<file path="config.mk">
export PLATFORM = sky130hd
export DESIGN_NAME = arb_result_bank
export DESIGN_NICKNAME = d
export VERILOG_FILES = /design/src/arb_result_bank.v
export VERILOG_INCLUDE_DIRS = /design/src /design/src/src
export SDC_FILE = /design/constraint.sdc
export NUM_CORES = 1
export LEC_CHECK = 0
export BUFFER_PORTS_ARGS = -buffer_cell sky130_fd_sc_hd__buf_2
export CELL_PAD_IN_SITES_DETAIL_PLACEMENT = 1
export CELL_PAD_IN_SITES_GLOBAL_PLACEMENT = 2
export CORE_UTILIZATION = 30
export CTS_BUF_LIST = sky130_fd_sc_hd__clkbuf_8 sky130_fd_sc_hd__clkbuf_16
export DETAILED_ROUTE_END_ITERATION = 10
export PLACE_DENSITY_LB_ADDON = 0.1
export SLEW_MARGIN = 30
export SYNTH_ARGS = -nofsm -noshare
export SYNTH_HDL_FRONTEND = slang
export SYNTH_SLANG_ARGS = --single-unit
</file>
<file path="constraint.sdc">
create_clock -name mclk_in -period 1.7 [get_ports mclk_in]
set_clock_uncertainty 0.1 [all_clocks]
set_input_delay 0.255 -clock mclk_in [delete_from_list [all_inputs] [get_ports mclk_in]]
set_output_delay 0.255 -clock mclk_in [all_outputs]
set_load 0.03 [all_outputs]
</file>
<file path="src/arb_consts.vh">
// Constants for the converter result readback bank.
// Included by arb_result_bank.v; definitions only.
`ifndef ARB_CONSTS_VH
`define ARB_CONSTS_VH

`define ARB_ADDR_W 8
`define ARB_DATA_W 8
`define ARB_RES_W 16

`define ARB_OFS_BAT_LOW 8'h1E
`define ARB_OFS_TOP_HIGH 8'h1F
`define ARB_OFS_TOP_LOW 8'h20
`define ARB_OFS_THERM_HIGH 8'h21

`define ARB_RESET_VAL 8'h00
`define ARB_RES_RESET 16'h0000
`define ARB_READ_UNMAPPED 8'h00

`define ARB_SIGN_BIT 15
`define ARB_THERM_ZERO_HI 14
`define ARB_THERM_ZERO_LO 10
`define ARB_THERM_ZERO_MASK 16'h83FF
`define ARB_KEEP_ALL 16'hFFFF

`define ARB_N_CHAN 3
`define ARB_CH_BAT 0
`define ARB_CH_TOP 1
`define ARB_CH_THERM 2

`define ARB_LOW_HI 7
`define ARB_LOW_LO 0
`define ARB_HIGH_LO 8

`endif

</file>
<file path="src/arb_result_bank.v">
// Read-only bank of converter results: battery low byte, top-cell high and
// low bytes, thermistor ratio high byte. Assumes the converter hands in a
// 16-bit two's-complement word with a one-cycle update strobe per channel,
// and that the serial register front end issues one-cycle read strobes.
//
// Notes on behaviour
// - Offset 0x1E returns the low byte of the battery result, bit 0 worth 1 mV up to 128 mV at bit 7.
// - Offset 0x1F returns the top-cell high byte, bits 14 to 8 worth 16384 mV down to 256 mV.
// - Bit 15 of every result is the sign and the whole word is two's complement.
// - Offset 0x20 returns the top-cell low byte, bit 0 worth 1 mV up to 128 mV at bit 7.
// - Cell balancing uses its own comparator, so the top-cell value here is reporting only.
// - Offset 0x21 returns the thermistor ratio high byte, bit 9 worth 50 % and bit 8 worth 25 %.
// - All fields are read-only, reset to 00h, cleared by register-defaults but not by watchdog expiry.
// - A register-defaults request restores defaults, restarts the safety timer and then self-clears.
`timescale 1ns/1ps
`default_nettype none
`include "arb_consts.vh"

module arb_result_bank (
  // Clock and reset
  input wire mclk_in,
  input wire rstn_in,
  // Converter results
  input wire bat_result_valid_in,
  input wire [`ARB_RES_W-1:0] bat_result_in,
  input wire top_result_valid_in,
  input wire [`ARB_RES_W-1:0] top_result_in,
  input wire therm_result_valid_in,
  input wire [`ARB_RES_W-1:0] therm_result_in,
  // Register access
  input wire rd_strobe_in,
  input wire wr_strobe_in,
  input wire [`ARB_ADDR_W-1:0] addr_in,
  input wire [`ARB_DATA_W-1:0] wdata_in,
  output reg [`ARB_DATA_W-1:0] rdata_out,
  output reg rdata_valid_out,
  // Register defaults and watchdog
  input wire reg_defaults_req_in,
  input wire watchdog_expired_in,
  output reg safety_timer_reset_out,
  output reg reg_defaults_busy_out
);

  // Defaults handshake: one pulse cycle, then back to idle
  localparam DFLT_IDLE = 1'h0;
  localparam DFLT_PULSE = 1'h1;

  // Channel order in the packed buses: battery, top cell, thermistor
  wire [`ARB_N_CHAN-1:0] chan_valid;
  wire [`ARB_N_CHAN*`ARB_RES_W-1:0] chan_word;
  wire [`ARB_N_CHAN*`ARB_RES_W-1:0] chan_keep;
  wire [`ARB_N_CHAN*`ARB_RES_W-1:0] chan_result;
  wire [`ARB_RES_W-1:0] bat_word;
  wire [`ARB_RES_W-1:0] top_word;
  wire [`ARB_RES_W-1:0] therm_word;
  wire clear_results;

  reg dflt_state_reg;
  reg dflt_state_next;
  reg safety_timer_reset_next;
  reg reg_defaults_busy_next;
  reg [`ARB_DATA_W-1:0] rdata_next;
  reg rdata_valid_next;

  // Upper byte of a result word, sign bit on top
  function [`ARB_DATA_W-1:0] high_byte;
    input [`ARB_RES_W-1:0] w;
    begin
      high_byte = w[`ARB_SIGN_BIT:`ARB_HIGH_LO];
    end
  endfunction

  // Lower byte of a result word
  function [`ARB_DATA_W-1:0] low_byte;
    input [`ARB_RES_W-1:0] w;
    begin
      low_byte = w[`ARB_LOW_HI:`ARB_LOW_LO];
    end
  endfunction

  // Unweighted thermistor bits clear only on non-negative words;
  // a negative word keeps its two's-complement form intact
  function [`ARB_RES_W-1:0] therm_keep;
    input [`ARB_RES_W-1:0] w;
    begin
      if (w[`ARB_SIGN_BIT])
        therm_keep = `ARB_KEEP_ALL;
      else
        therm_keep = `ARB_THERM_ZERO_MASK;
    end
  endfunction

  assign chan_valid = {therm_result_valid_in, top_result_valid_in, bat_result_valid_in};
  assign chan_word = {therm_result_in, top_result_in, bat_result_in};
  // Top-cell word is reporting only; balancing never looks at it
  assign chan_keep = {therm_keep(therm_result_in), `ARB_KEEP_ALL, `ARB_KEEP_ALL};

  // Results clear in the cycle after the pulse is raised
  assign clear_results = (dflt_state_reg == DFLT_PULSE);

  // One capture register per channel
  genvar ch;
  generate
    for (ch = 0; ch < `ARB_N_CHAN; ch = ch + 1) begin : g_chan
      reg [`ARB_RES_W-1:0] result_reg;
      reg [`ARB_RES_W-1:0] result_next;

      // Clear wins over a coincident capture; watchdog has no path in
      always @* begin
        result_next = result_reg;
        if (clear_results) begin
          result_next = `ARB_RES_RESET;
        end else if (chan_valid[ch]) begin
          result_next = chan_word[ch*`ARB_RES_W +: `ARB_RES_W] & chan_keep[ch*`ARB_RES_W +: `ARB_RES_W];
        end
      end

      always @(posedge mclk_in or negedge rstn_in) begin
        if (!rstn_in) begin
          result_reg <= `ARB_RES_RESET;
        end else begin
          result_reg <= result_next;
        end
      end

      assign chan_result[ch*`ARB_RES_W +: `ARB_RES_W] = result_reg;
    end
  endgenerate

  // Per-channel views for the read mux
  assign bat_word = chan_result[`ARB_CH_BAT*`ARB_RES_W +: `ARB_RES_W];
  assign top_word = chan_result[`ARB_CH_TOP*`ARB_RES_W +: `ARB_RES_W];
  assign therm_word = chan_result[`ARB_CH_THERM*`ARB_RES_W +: `ARB_RES_W];

  // Defaults request: a held request re-arms only after the idle cycle
  always @* begin
    dflt_state_next = DFLT_IDLE;
    case (dflt_state_reg)
      DFLT_IDLE: begin
        if (reg_defaults_req_in)
          dflt_state_next = DFLT_PULSE;
      end
      DFLT_PULSE: begin
        dflt_state_next = DFLT_IDLE;
      end
      default: begin
        dflt_state_next = DFLT_IDLE;
      end
    endcase
    safety_timer_reset_next = (dflt_state_next == DFLT_PULSE);
    reg_defaults_busy_next = (dflt_state_next == DFLT_PULSE);
  end

  always @(posedge mclk_in or negedge rstn_in) begin
    if (!rstn_in) begin
      dflt_state_reg <= DFLT_IDLE;
    end else begin
      dflt_state_reg <= dflt_state_next;
    end
  end

  // Pulse outputs are registered copies of the next state
  always @(posedge mclk_in or negedge rstn_in) begin
    if (!rstn_in) begin
      safety_timer_reset_out <= 1'b0;
    end else begin
      safety_timer_reset_out <= safety_timer_reset_next;
    end
  end

  always @(posedge mclk_in or negedge rstn_in) begin
    if (!rstn_in) begin
      reg_defaults_busy_out <= 1'b0;
    end else begin
      reg_defaults_busy_out <= reg_defaults_busy_next;
    end
  end

  // Writes have no path: every field here is read-only
  always @* begin
    rdata_next = rdata_out;
    rdata_valid_next = rd_strobe_in;
    if (rd_strobe_in) begin
      case (addr_in)
        `ARB_OFS_BAT_LOW: begin
          rdata_next = low_byte(bat_word);
        end
        `ARB_OFS_TOP_HIGH: begin
          rdata_next = high_byte(top_word);
        end
        `ARB_OFS_TOP_LOW: begin
          rdata_next = low_byte(top_word);
        end
        `ARB_OFS_THERM_HIGH: begin
          rdata_next = high_byte(therm_word);
        end
        default: begin
          rdata_next = `ARB_READ_UNMAPPED;
        end
      endcase
    end
  end

  // Read data holds until the next read
  always @(posedge mclk_in or negedge rstn_in) begin
    if (!rstn_in) begin
      rdata_out <= `ARB_RESET_VAL;
    end else begin
      rdata_out <= rdata_next;
    end
  end

  // One-cycle answer pulse per read strobe
  always @(posedge mclk_in or negedge rstn_in) begin
    if (!rstn_in) begin
      rdata_valid_out <= 1'b0;
    end else begin
      rdata_valid_out <= rdata_valid_next;
    end
  end

endmodule // arb_result_bank

`default_nettype wire

</file>
==> results of run 1 <==
worst max path at each step:
stage	start	endpoint	slack (ns)	cells after the start
detailed placement	addr_in[3]	rdata_out[2]$_DFFE_PN0P_	-0.02	4
global route	addr_in[3]	rdata_out[2]$_DFFE_PN0P_	0.24	4
global placement	addr_in[3]	rdata_out[1]$_DFFE_PN0P_	0.02	4
CTS	addr_in[3]	rdata_out[1]$_DFFE_PN0P_	0.28	4
floorplan	addr_in[0]	rdata_out[5]$_DFFE_PN0P_	0.22	5
finish	addr_in[3]	rdata_out[1]$_DFFE_PN0P_	0.28	4
stage by stage:
stage	instances	hold slack, ns	cell area, µm²	power [mW]	utilization
floorplan	172	-0.141	1940	1.29	-
global placement	294	0.130	2300	1.40	0.378
detailed placement	294	0.144	2300	1.42	0.378
CTS	303	0.0797	2400	2.03	0.394
global route	303	0.113	2400	2.11	0.394
finish	303	0.0839	2400	1.99	0.394
power by group through the flow:
| stage | registers [mW] | logic [mW] | clock network [mW] |
|---|---|---|---|
| global route | 1.11 | 0.331 | 0.665 |
| finish | 1.10 | 0.295 | 0.597 |
| detailed placement | 1.12 | 0.297 | 0 |
| global placement | 1.12 | 0.285 | 0 |
| CTS | 1.10 | 0.302 | 0.625 |
| floorplan | 1.12 | 0.168 | 0 |
logic make-up (layout without fill, tap and decap cells):
group                  Yosys count  after routing  synth area share
AND/OR/NAND/NOR                 58             58             0.140
flip-flops                      42             42             0.541
multiplexers                    43             43             0.221
AO/OA/AOI/OAI                   13             13            0.0541
buffers and inverters           16             72            0.0438
critical path: stages:
cell     delay [ns]
buf_2          0.10
or4b_1         0.69
nor4_1         0.34
a221o_1        0.16
Yosys cell counts (all sizes together):
cell | count | area [µm²]
clkbuf | 7 | 26.3
a221o | 8 | 80.1
nand3 | 5 | 25.0
buf | 8 | 55.1
nor2 | 36 | 135
nand2b | 5 | 31.3
nor4 | 8 | 50.1
nor2b | 1 | 6.26
inv | 1 | 3.75
or4b | 1 | 10.0
or3b | 1 | 8.76
mux2i | 43 | 430
dfrtp | 42 | 1050
a21oi | 5 | 25.0
nand4 | 1 | 6.26
layout make-up:
class / count / share of cell area
Multi-Input combinational cell: 114 / 0.336
Timing Repair Buffer: 64 / 0.153
Clock buffer: 5 / 0.0286
Sequential cell: 42 / 0.437
Inverter: 1 / 0.00156
Clock inverter: 2 / 0.00416
Tap cell: 75 / 0.0390
per-layer routing:
| layer | up-vias | wire length [µm] | global-route usage |
|---|---|---|---|
| li1 | 710 | - | - |
| met1 | 714 | 2270 | 0.204 |
| met2 | 41 | 2290 | 0.258 |
| met3 | 4 | 247 | 0.0363 |
| met4 | 0 | 48 | 0.0466 |
| met5 | - | 0 | 0 |
==> reports/metrics.yaml, run 1 <==
diodes: 0
grt.overflow.total: 0
hp-class: "in2reg"
layout_setup_ws_ns: 0.278
p_leak_nw: 1.25
setup-violations-final: 0
min_to: "reg_defaults_busy_out$_DFF_PN0_"
die_w_um: 82.5
cp_max_fo: 8
critPathLaunchType: "input pin"
cts_buffers: 5
fp-row-count: 28
p_sw_frac: 0.261
synth_nets: 245
drtAntennaViolNets: 0
drive_gt1_frac: 0.303
cts_resized: 0
cts_tree: "done"
yosys_warnings: 0
rsz0062_at_grt: "no"
drv_slew: 0
largest_reg_flops: 24
fillers: 713
crit_arrival_ns: 1.55
timing.rr.start: "g_chan[1].result_reg[9]$_DFFE_PN0P_"
postSynthCellCount: 172
num_vias: 1469
finalWirelength_um: 4860
place_ws_ns: -0.0248
crit_path_end_kind: "register"
clock_sinks: 42
clockBufferDepth: 2
period_share: 0.836
initial_utilization: 0.319
finalHoldViolCount: 0
viasPerCell: 4.85
pwr-share-seq: 0.553
worstPathRequired_ns: 1.83
worst_pin_slew_ns: 0.539
finalSetupTns_ns: 0
post_cts_buffers: 0
avgSynthCellArea_um2: 11.3
first_pass_iters: 4
cap_violations: 0
clk_latency_ns: 0.28
dieArea_um2: 6810
grt_max_degree: 33
die_h_um: 82.5
netlist-cell-type-count: 17
cts.htree.levels: 2
r2r_slack_ns: 0.55
comb_power_share: 0.148
pwr-share-clk: 0.299
hold_start: "reg_defaults_req_in"
ys_seq_elements: 42
fmax_mhz: 703
status: "finished, final reports clean"
whs_path_depth: 2
min_period_ns: 1.42
drcViolationCount: 0
track_usage: 0.156
clk_pin_slew_ns: 0.08
grt_pass1_wl_um: 7850
multiInputGateArea_um2: 808
reg2reg_to: "rdata_out[1]$_DFFE_PN0P_"
drt_iter0_markers: 66
p_switching_uw: 520
register_area_um2: 1050
ios: 84
antenna_found_initial: 0
grt_pass1_vias: 1596
core_um2: 6100
cts_hold_buf: 2
layout_commonest_cell: "buf_2"
ir_drop_v: 0.000327
relSlewSlack: 0.641
worstSetupPathType: "in2reg"
hpwl_um: 3600
nets: 301
layout_common_cells: "buf_2, mux2i_1, dfrtp_1"
cts-root-buf: "clkbuf_8"
rr_worst_depth: 3
syn2layout_area_growth_pct: 23.6
synth_area_um2: 1940
cellPowerDensity_nw_per_um2: 830
place.gp.congestion: 0.687
wl_per_cell_um: 16.0
internal_power_mw: 1.47
synth_seq_area_share: 0.541
portBuffers: 57
Note: power is estimated with default switching activity, not from simulation.
==> run 2: changes to the inputs <==
--- a/config.mk
+++ b/config.mk
@@ -9,7 +9,7 @@
 export BUFFER_PORTS_ARGS = -buffer_cell sky130_fd_sc_hd__buf_2
 export CELL_PAD_IN_SITES_DETAIL_PLACEMENT = 1
 export CELL_PAD_IN_SITES_GLOBAL_PLACEMENT = 2
-export CORE_UTILIZATION = 30
+export CORE_UTILIZATION = 25
 export CTS_BUF_LIST = sky130_fd_sc_hd__clkbuf_8 sky130_fd_sc_hd__clkbuf_16
 export DETAILED_ROUTE_END_ITERATION = 10
 export PLACE_DENSITY_LB_ADDON = 0.1
==> constraint.sdc (replaced) <==
create_clock -name mclk_in -period 1.1 [get_ports mclk_in]
set_clock_uncertainty 0.1 [all_clocks]
set_input_delay 0.165 -clock mclk_in [delete_from_list [all_inputs] [get_ports mclk_in]]
set_output_delay 0.165 -clock mclk_in [all_outputs]
set_load 0.03 [all_outputs]
==> run 2 against run 1 <==
The run now ends with setup timing left. Global-route usage shrank 2.2 points. Combinational power grew 110%. Highest routed layer unchanged. Wire length grew 8.2%. Register-to-register slack lost 0.67 ns. Clock-buffer cell count is the same. Critical path depth is the same. Final cell count grew 19%. Sequential share of layout area shrank 6.9 points. Utilization shrank 0.62 points. Sequential cell count is the same. Clock power grew 54%. Die area grew 19%.
==> reports/metrics.yaml, run 2 (synthesized netlist as in run 1, its figures left out) <==
ios: 84  # unchanged
period_share: 1.11
grt_max_degree: 43  # +30%
postLayoutCoreUtil: 0.388  # -0.00618
p_total_mw: 3.25  # +63%
core_um2: 7370  # +21%
die_h_um: 90.2  # +9.3%
num_vias: 1645  # +12%
setup-violations-final: 12  # +12
drt_iter0_markers: 29  # -56%
cts_buffers: 5  # unchanged
first_pass_iters: 3  # -1
largest_reg_flops: 24  # unchanged
portBuffers: 57  # unchanged
dieArea_um2: 8130  # +19%
timing.rr.start: "g_chan[2].result_reg[14]$_DFFE_PN0P_"
violations: "setup timing"
hpwl_um: 3820  # +6.3%
relSlewSlack: 0.578  # -0.0624
clk_latency_ns: 0.29  # about the same
die_w_um: 90.2  # +9.3%
finalWirelength_um: 5260  # +8.2%
fmax_mhz: 822
worstSetupPathType: "reg2reg"
cts_tree: "done"
hold_start: "top_result_in[13]"
cts-root-buf: "clkbuf_8"
clk_pin_slew_ns: 0.08  # about the same
worst_pin_slew_ns: 0.630  # +0.0913 ns
grt_pass1_wl_um: 8730  # +11%
ir_drop_v: 0.000374  # +14%
grt.overflow.total: 0  # unchanged
drive_gt1_frac: 0.441  # +0.138
grt_pass1_vias: 1776  # +11%
antenna_found_initial: 0  # unchanged
crit_path_end_kind: "register"
worstPathRequired_ns: 1.17  # -0.66 ns
place.gp.congestion: 0.730  # +6.3%
cap_violations: 0  # unchanged
initial_utilization: 0.264  # -0.0551
crit_start: "g_chan[2].result_reg[14]$_DFFE_PN0P_"
fp-row-count: 31  # +11%
crit_arrival_ns: 1.28  # -0.27 ns
diodes: 0  # unchanged
layout_commonest_cell: "buf_2"
track_usage: 0.134  # -0.0225
rsz0062_at_grt: "yes"
drcViolationCount: 0  # unchanged
p_leak_nw: 1.45  # +16%
clockBufferDepth: 2  # unchanged
nets: 335  # +11%
cts.htree.levels: 2  # unchanged
finalHoldViolCount: 0  # unchanged
worst_hold_slack_ns: 0.0183  # -0.0656 ns
layout_setup_ws_ns: -0.116  # -0.394 ns
cellPowerDensity_nw_per_um2: 1140  # +37%
clock_sinks: 42  # unchanged
rr_worst_depth: 4  # +1
drtAntennaViolNets: 0  # unchanged
min_period_ns: 1.22
status: "finished, violations left"
viasPerCell: 4.54  # -6.3%
whs_path_depth: 3  # +1
hp-class: "in2reg"
critPathLaunchType: "register"
cp_max_fo: 2  # -6
layout_common_cells: "buf_2, dfrtp_1, mux2i_1"
drv_slew: 0  # unchanged
wl_per_cell_um: 14.5  # -9.4%
syn2layout_area_growth_pct: 47.1
[run 2: power breakdown]
group	total (mW)	switching, mW	internal [mW]
combinational	0.619	0.290	0.329
clock	0.921	0.498	0.424
sequential	1.71	0.0602	1.65
[run 2: what timing repair did]
action / CTS / global route
pin swaps: 4 / 3
setup endpoints to repair: 18 / 25
buffers inserted: 9 / 3
gates resized for setup: 23 / 8
hold buffers: 3 / 0
endpoints found under the hold margin: 44 / 0
gates cloned: 0 / 0
[run 2: area by class of cell]
class | instances | area [µm²]
Clock buffer | 5 | 68.8
Clock inverter | 3 | 11.3
Fill cell | 832 | 4510
Inverter | 1 | 3.75
Multi-Input combinational cell | 114 | 883
Sequential cell | 42 | 1050
Tap cell | 99 | 124
Timing Repair Buffer | 98 | 717
[run 2: critical path, cell delays in order, from the launching register on]
cell and delay, ns:
dfrtp_1 0.38, mux2i_1 0.18, buf_4 0.14, nor4_2 0.03, a221o_1 0.26
[run 2: path summary, 6_finish.rpt]
| check | slack, ns | to |
|---|---|---|
| min in group asynchronous | 0.29 | rdata_valid_out$_DFF_PN0_ |
| max in group asynchronous | 0.40 | reg_defaults_busy_out$_DFF_PN0_ |
| worst min register to register | 0.43 | g_chan[1].result_reg[14]$_DFFE_PN0P_ |
| worst min-delay path | 0.02 | g_chan[1].result_reg[13]$_DFFE_PN0P_ |
| worst max register to register | -0.12 | rdata_out[6]$_DFFE_PN0P_ |
| worst max-delay path | -0.12 | rdata_out[6]$_DFFE_PN0P_ |
[run 2: per-stage QoR]
stage          setup WS [ns]  instances  area (µm²)  TNS (ns)
2_1_floorplan         -0.231        172        2010     -1.75
3_3_place_gp          -0.325        339        2560     -2.57
3_5_place_dp          -0.391        339        2560     -2.92
4_1_cts               -0.125        359        2810    -0.709
5_1_grt               -0.160        362        2860     -1.27
6_report              -0.116        362        2860    -0.604
[run 2: metal layers]
layer | track usage | share of wire | vias up
met2 | 0.223 | 0.48 | 37
met4 | 0.0363 | 0.0074 | 0
met1 | 0.179 | 0.48 | 817
li1 | - | - | 787
met3 | 0.0228 | 0.029 | 4
met5 | 0 | 0 | -
==> run 3: changes to the inputs <==
==> constraint.sdc (replaced) <==
create_clock -name mclk_in -period 1.1 [get_ports mclk_in]
set_clock_uncertainty 0.1 [all_clocks]
set_input_delay 0.165 -clock mclk_in [delete_from_list [all_inputs] [get_ports mclk_in]]
set_output_delay 0.165 -clock mclk_in [all_outputs]
set_load 0.01 [all_outputs]
==> run 3 against run 2 <==
The run still ends with setup timing left. Global-route usage grew 0.59 points. Worst setup slack gained 0.0013 ns. First-iteration DRC count grew 93%. Final area shrank 1.5%. Largest cell class unchanged. Largest power group unchanged.
==> reports/metrics.yaml, run 3 (synthesized netlist as in run 1, its figures left out) <==
status: "finished, violations left"
violations: "setup timing"
crit_end: "rdata_out[1]$_DFFE_PN0P_"
path_buf_inv: 1  # unchanged
finalSetupTns_ns: -0.602  # +0.00215 ns
critPathTopFamily: "simple AND/OR/NAND/NOR gates"
die_w_um: 90.2  # unchanged
die_h_um: 90.2  # unchanged
ios: 84  # unchanged
drv_slew: 0  # unchanged
min_period_ns: 1.22  # -0.00132 ns
initial_utilization: 0.264  # unchanged
diodes: 0  # unchanged
cellPowerDensity_nw_per_um2: 1200  # +5.4%
cts_buffers: 5  # unchanged
period_share: 1.10  # -0.00120
clk_pin_slew_ns: 0.08  # about the same
crit_arrival_ns: 1.35  # +0.07 ns
hold_start: "bat_result_in[3]"
ir_drop_v: 0.000695  # +86%
crit_chain: "buf_6 > or4b_4 > nor4_2 > a221o_1"
syn2layout_area_growth_pct: 44.9
dpl_cell_area_um2: 2540  # -0.73%
slowest_stage: "or4b_4"
grt_max_degree: 43  # unchanged
clk_latency_ns: 0.29  # about the same
cp_max_fo: 8  # +6
final_area_um2: 2820  # -1.5%
hpwl_um: 3880  # +1.4%
cts.htree.levels: 2  # unchanged
layout_setup_ws_ns: -0.115  # +0.00132 ns
wl_per_cell_um: 15.3  # +5.4%
track_usage: 0.140  # +0.00592
rr_worst_depth: 3  # -1
dieArea_um2: 8130  # unchanged
worst_pin_slew_ns: 0.632  # +0.00209 ns
p_leak_nw: 1.42  # -2.0%
clockBufferDepth: 2  # unchanged
reg2reg_to: "rdata_out[1]$_DFFE_PN0P_"
crit_start: "addr_in[4]"
nets: 331  # -1.2%
fp-row-count: 31  # unchanged
worstPathRequired_ns: 1.23  # +0.06 ns
drive_gt1_frac: 0.444  # +0.00295
r2r_slack_ns: -0.06  # +0.06 ns
drt_iter0_markers: 56  # +93%
finalHoldViolCount: 0  # unchanged
relSlewSlack: 0.577  # -0.00140
fillers: 834  # +0.24%
clock_sinks: 42  # unchanged
critPathLaunchType: "input pin"
largest_reg_flops: 24  # unchanged
timing.rr.start: "g_chan[1].result_reg[9]$_DFFE_PN0P_"
antenna_found_initial: 0  # unchanged
num_vias: 1622  # -1.4%
drtAntennaViolNets: 0  # unchanged
grt_pass1_vias: 1798  # +1.2%
cts-root-buf: "clkbuf_8"
drcViolationCount: 0  # unchanged
rsz0062_at_grt: "yes"
layout_common_cells: "buf_2, dfrtp_1, mux2i_1"
cts_tree: "done"
viasPerCell: 4.53  # -0.30%
hp-class: "in2reg"
setup-violations-final: 14  # +2
postLayoutCoreUtil: 0.382  # -0.00594
cap_violations: 0  # unchanged
p_total_mw: 3.37  # +3.8%
fmax_mhz: 823  # +0.11%
worstSetupPathType: "in2reg"
grt_pass1_wl_um: 8980  # +2.9%
finalWirelength_um: 5480  # +4.3%
portBuffers: 57  # unchanged
multiInputGateArea_um2: 902  # +2.1%
crit_path_end_kind: "register"
place.gp.congestion: 0.688  # -5.8%
layout_commonest_cell: "buf_2"
grt.overflow.total: 0  # unchanged
first_pass_iters: 4  # +1
critPathMaxStageDelay_ns: 0.64  # +0.26 ns
core_um2: 7370  # unchanged
register_area_um2: 1050  # unchanged
path_depth: 4  # unchanged
-- run 3: changes by cell type in the layout (fill, tap and decap cells not counted), sizes merged --
cell      previous run  this run
buf                 95        91
inv                  4         1
clkbuf               5         6
clkinv               0         1
clkinvlp             0         1
-- run 3: metal layers --
metal	vias to the layer above	GRT usage	share of wire
li1	775	-	-
met1	804	0.186	0.46
met2	38	0.231	0.49
met3	5	0.0321	0.041
met4	0	0.0323	0.0073
met5	-	0	0
-- run 3: where the power goes --
part           switching [mW]  internal (mW)  total (mW)
Sequential             0.0667           1.65        1.71
Combinational           0.281          0.328       0.609
Clock                   0.543          0.505        1.05
-- run 3: worst register-to-register path, cell delays in order (launching register included) --
cell and delay (ns):
dfrtp_1 0.39, mux2i_1 0.15, nor2_1 0.08, a221o_1 0.33
-- run 3: worst min path at each step --
stage	end	slack, ns	cells past startpoint
after floorplan	bat_word[0]$_DFFE_PN0P_	-0.23	0
after global placement	g_chan[1].result_reg[14]$_DFFE_PN0P_	0.06	2
after detailed placement	g_chan[1].result_reg[14]$_DFFE_PN0P_	0.06	2
after CTS	g_chan[1].result_reg[4]$_DFFE_PN0P_	0.01	3
after global routing	bat_word[0]$_DFFE_PN0P_	0.01	3
final	bat_word[3]$_DFFE_PN0P_	0.02	3
-- run 3: repair_timing --
action                     4_1_cts  5_1_grt
hold endpoints to repair        44        0
setup endpoints to repair       17       18
hold buffers                     3        0
buffers inserted                 6        6
gates resized for setup          6        6
pin swaps                        3        2
-- run 3: per-stage QoR --
step                instances  setup slack, ns  hold WS [ns]
finish                    358           -0.115        0.0155
global route              358           -0.102        0.0114
CTS                       352          -0.0787        0.0117
detailed placement        335           -0.395        0.0609
global placement          335           -0.325        0.0584
floorplan                 172           -0.231        -0.231
-- run 3: area by class of cell --
type	instances	share of cell area
multi-input combinational	114	0.320
clock inverter	2	0.00444
sequential	42	0.374
clock buffer	6	0.0293
timing repair buffer	94	0.227
inverter	1	0.00133
tap	99	0.0440
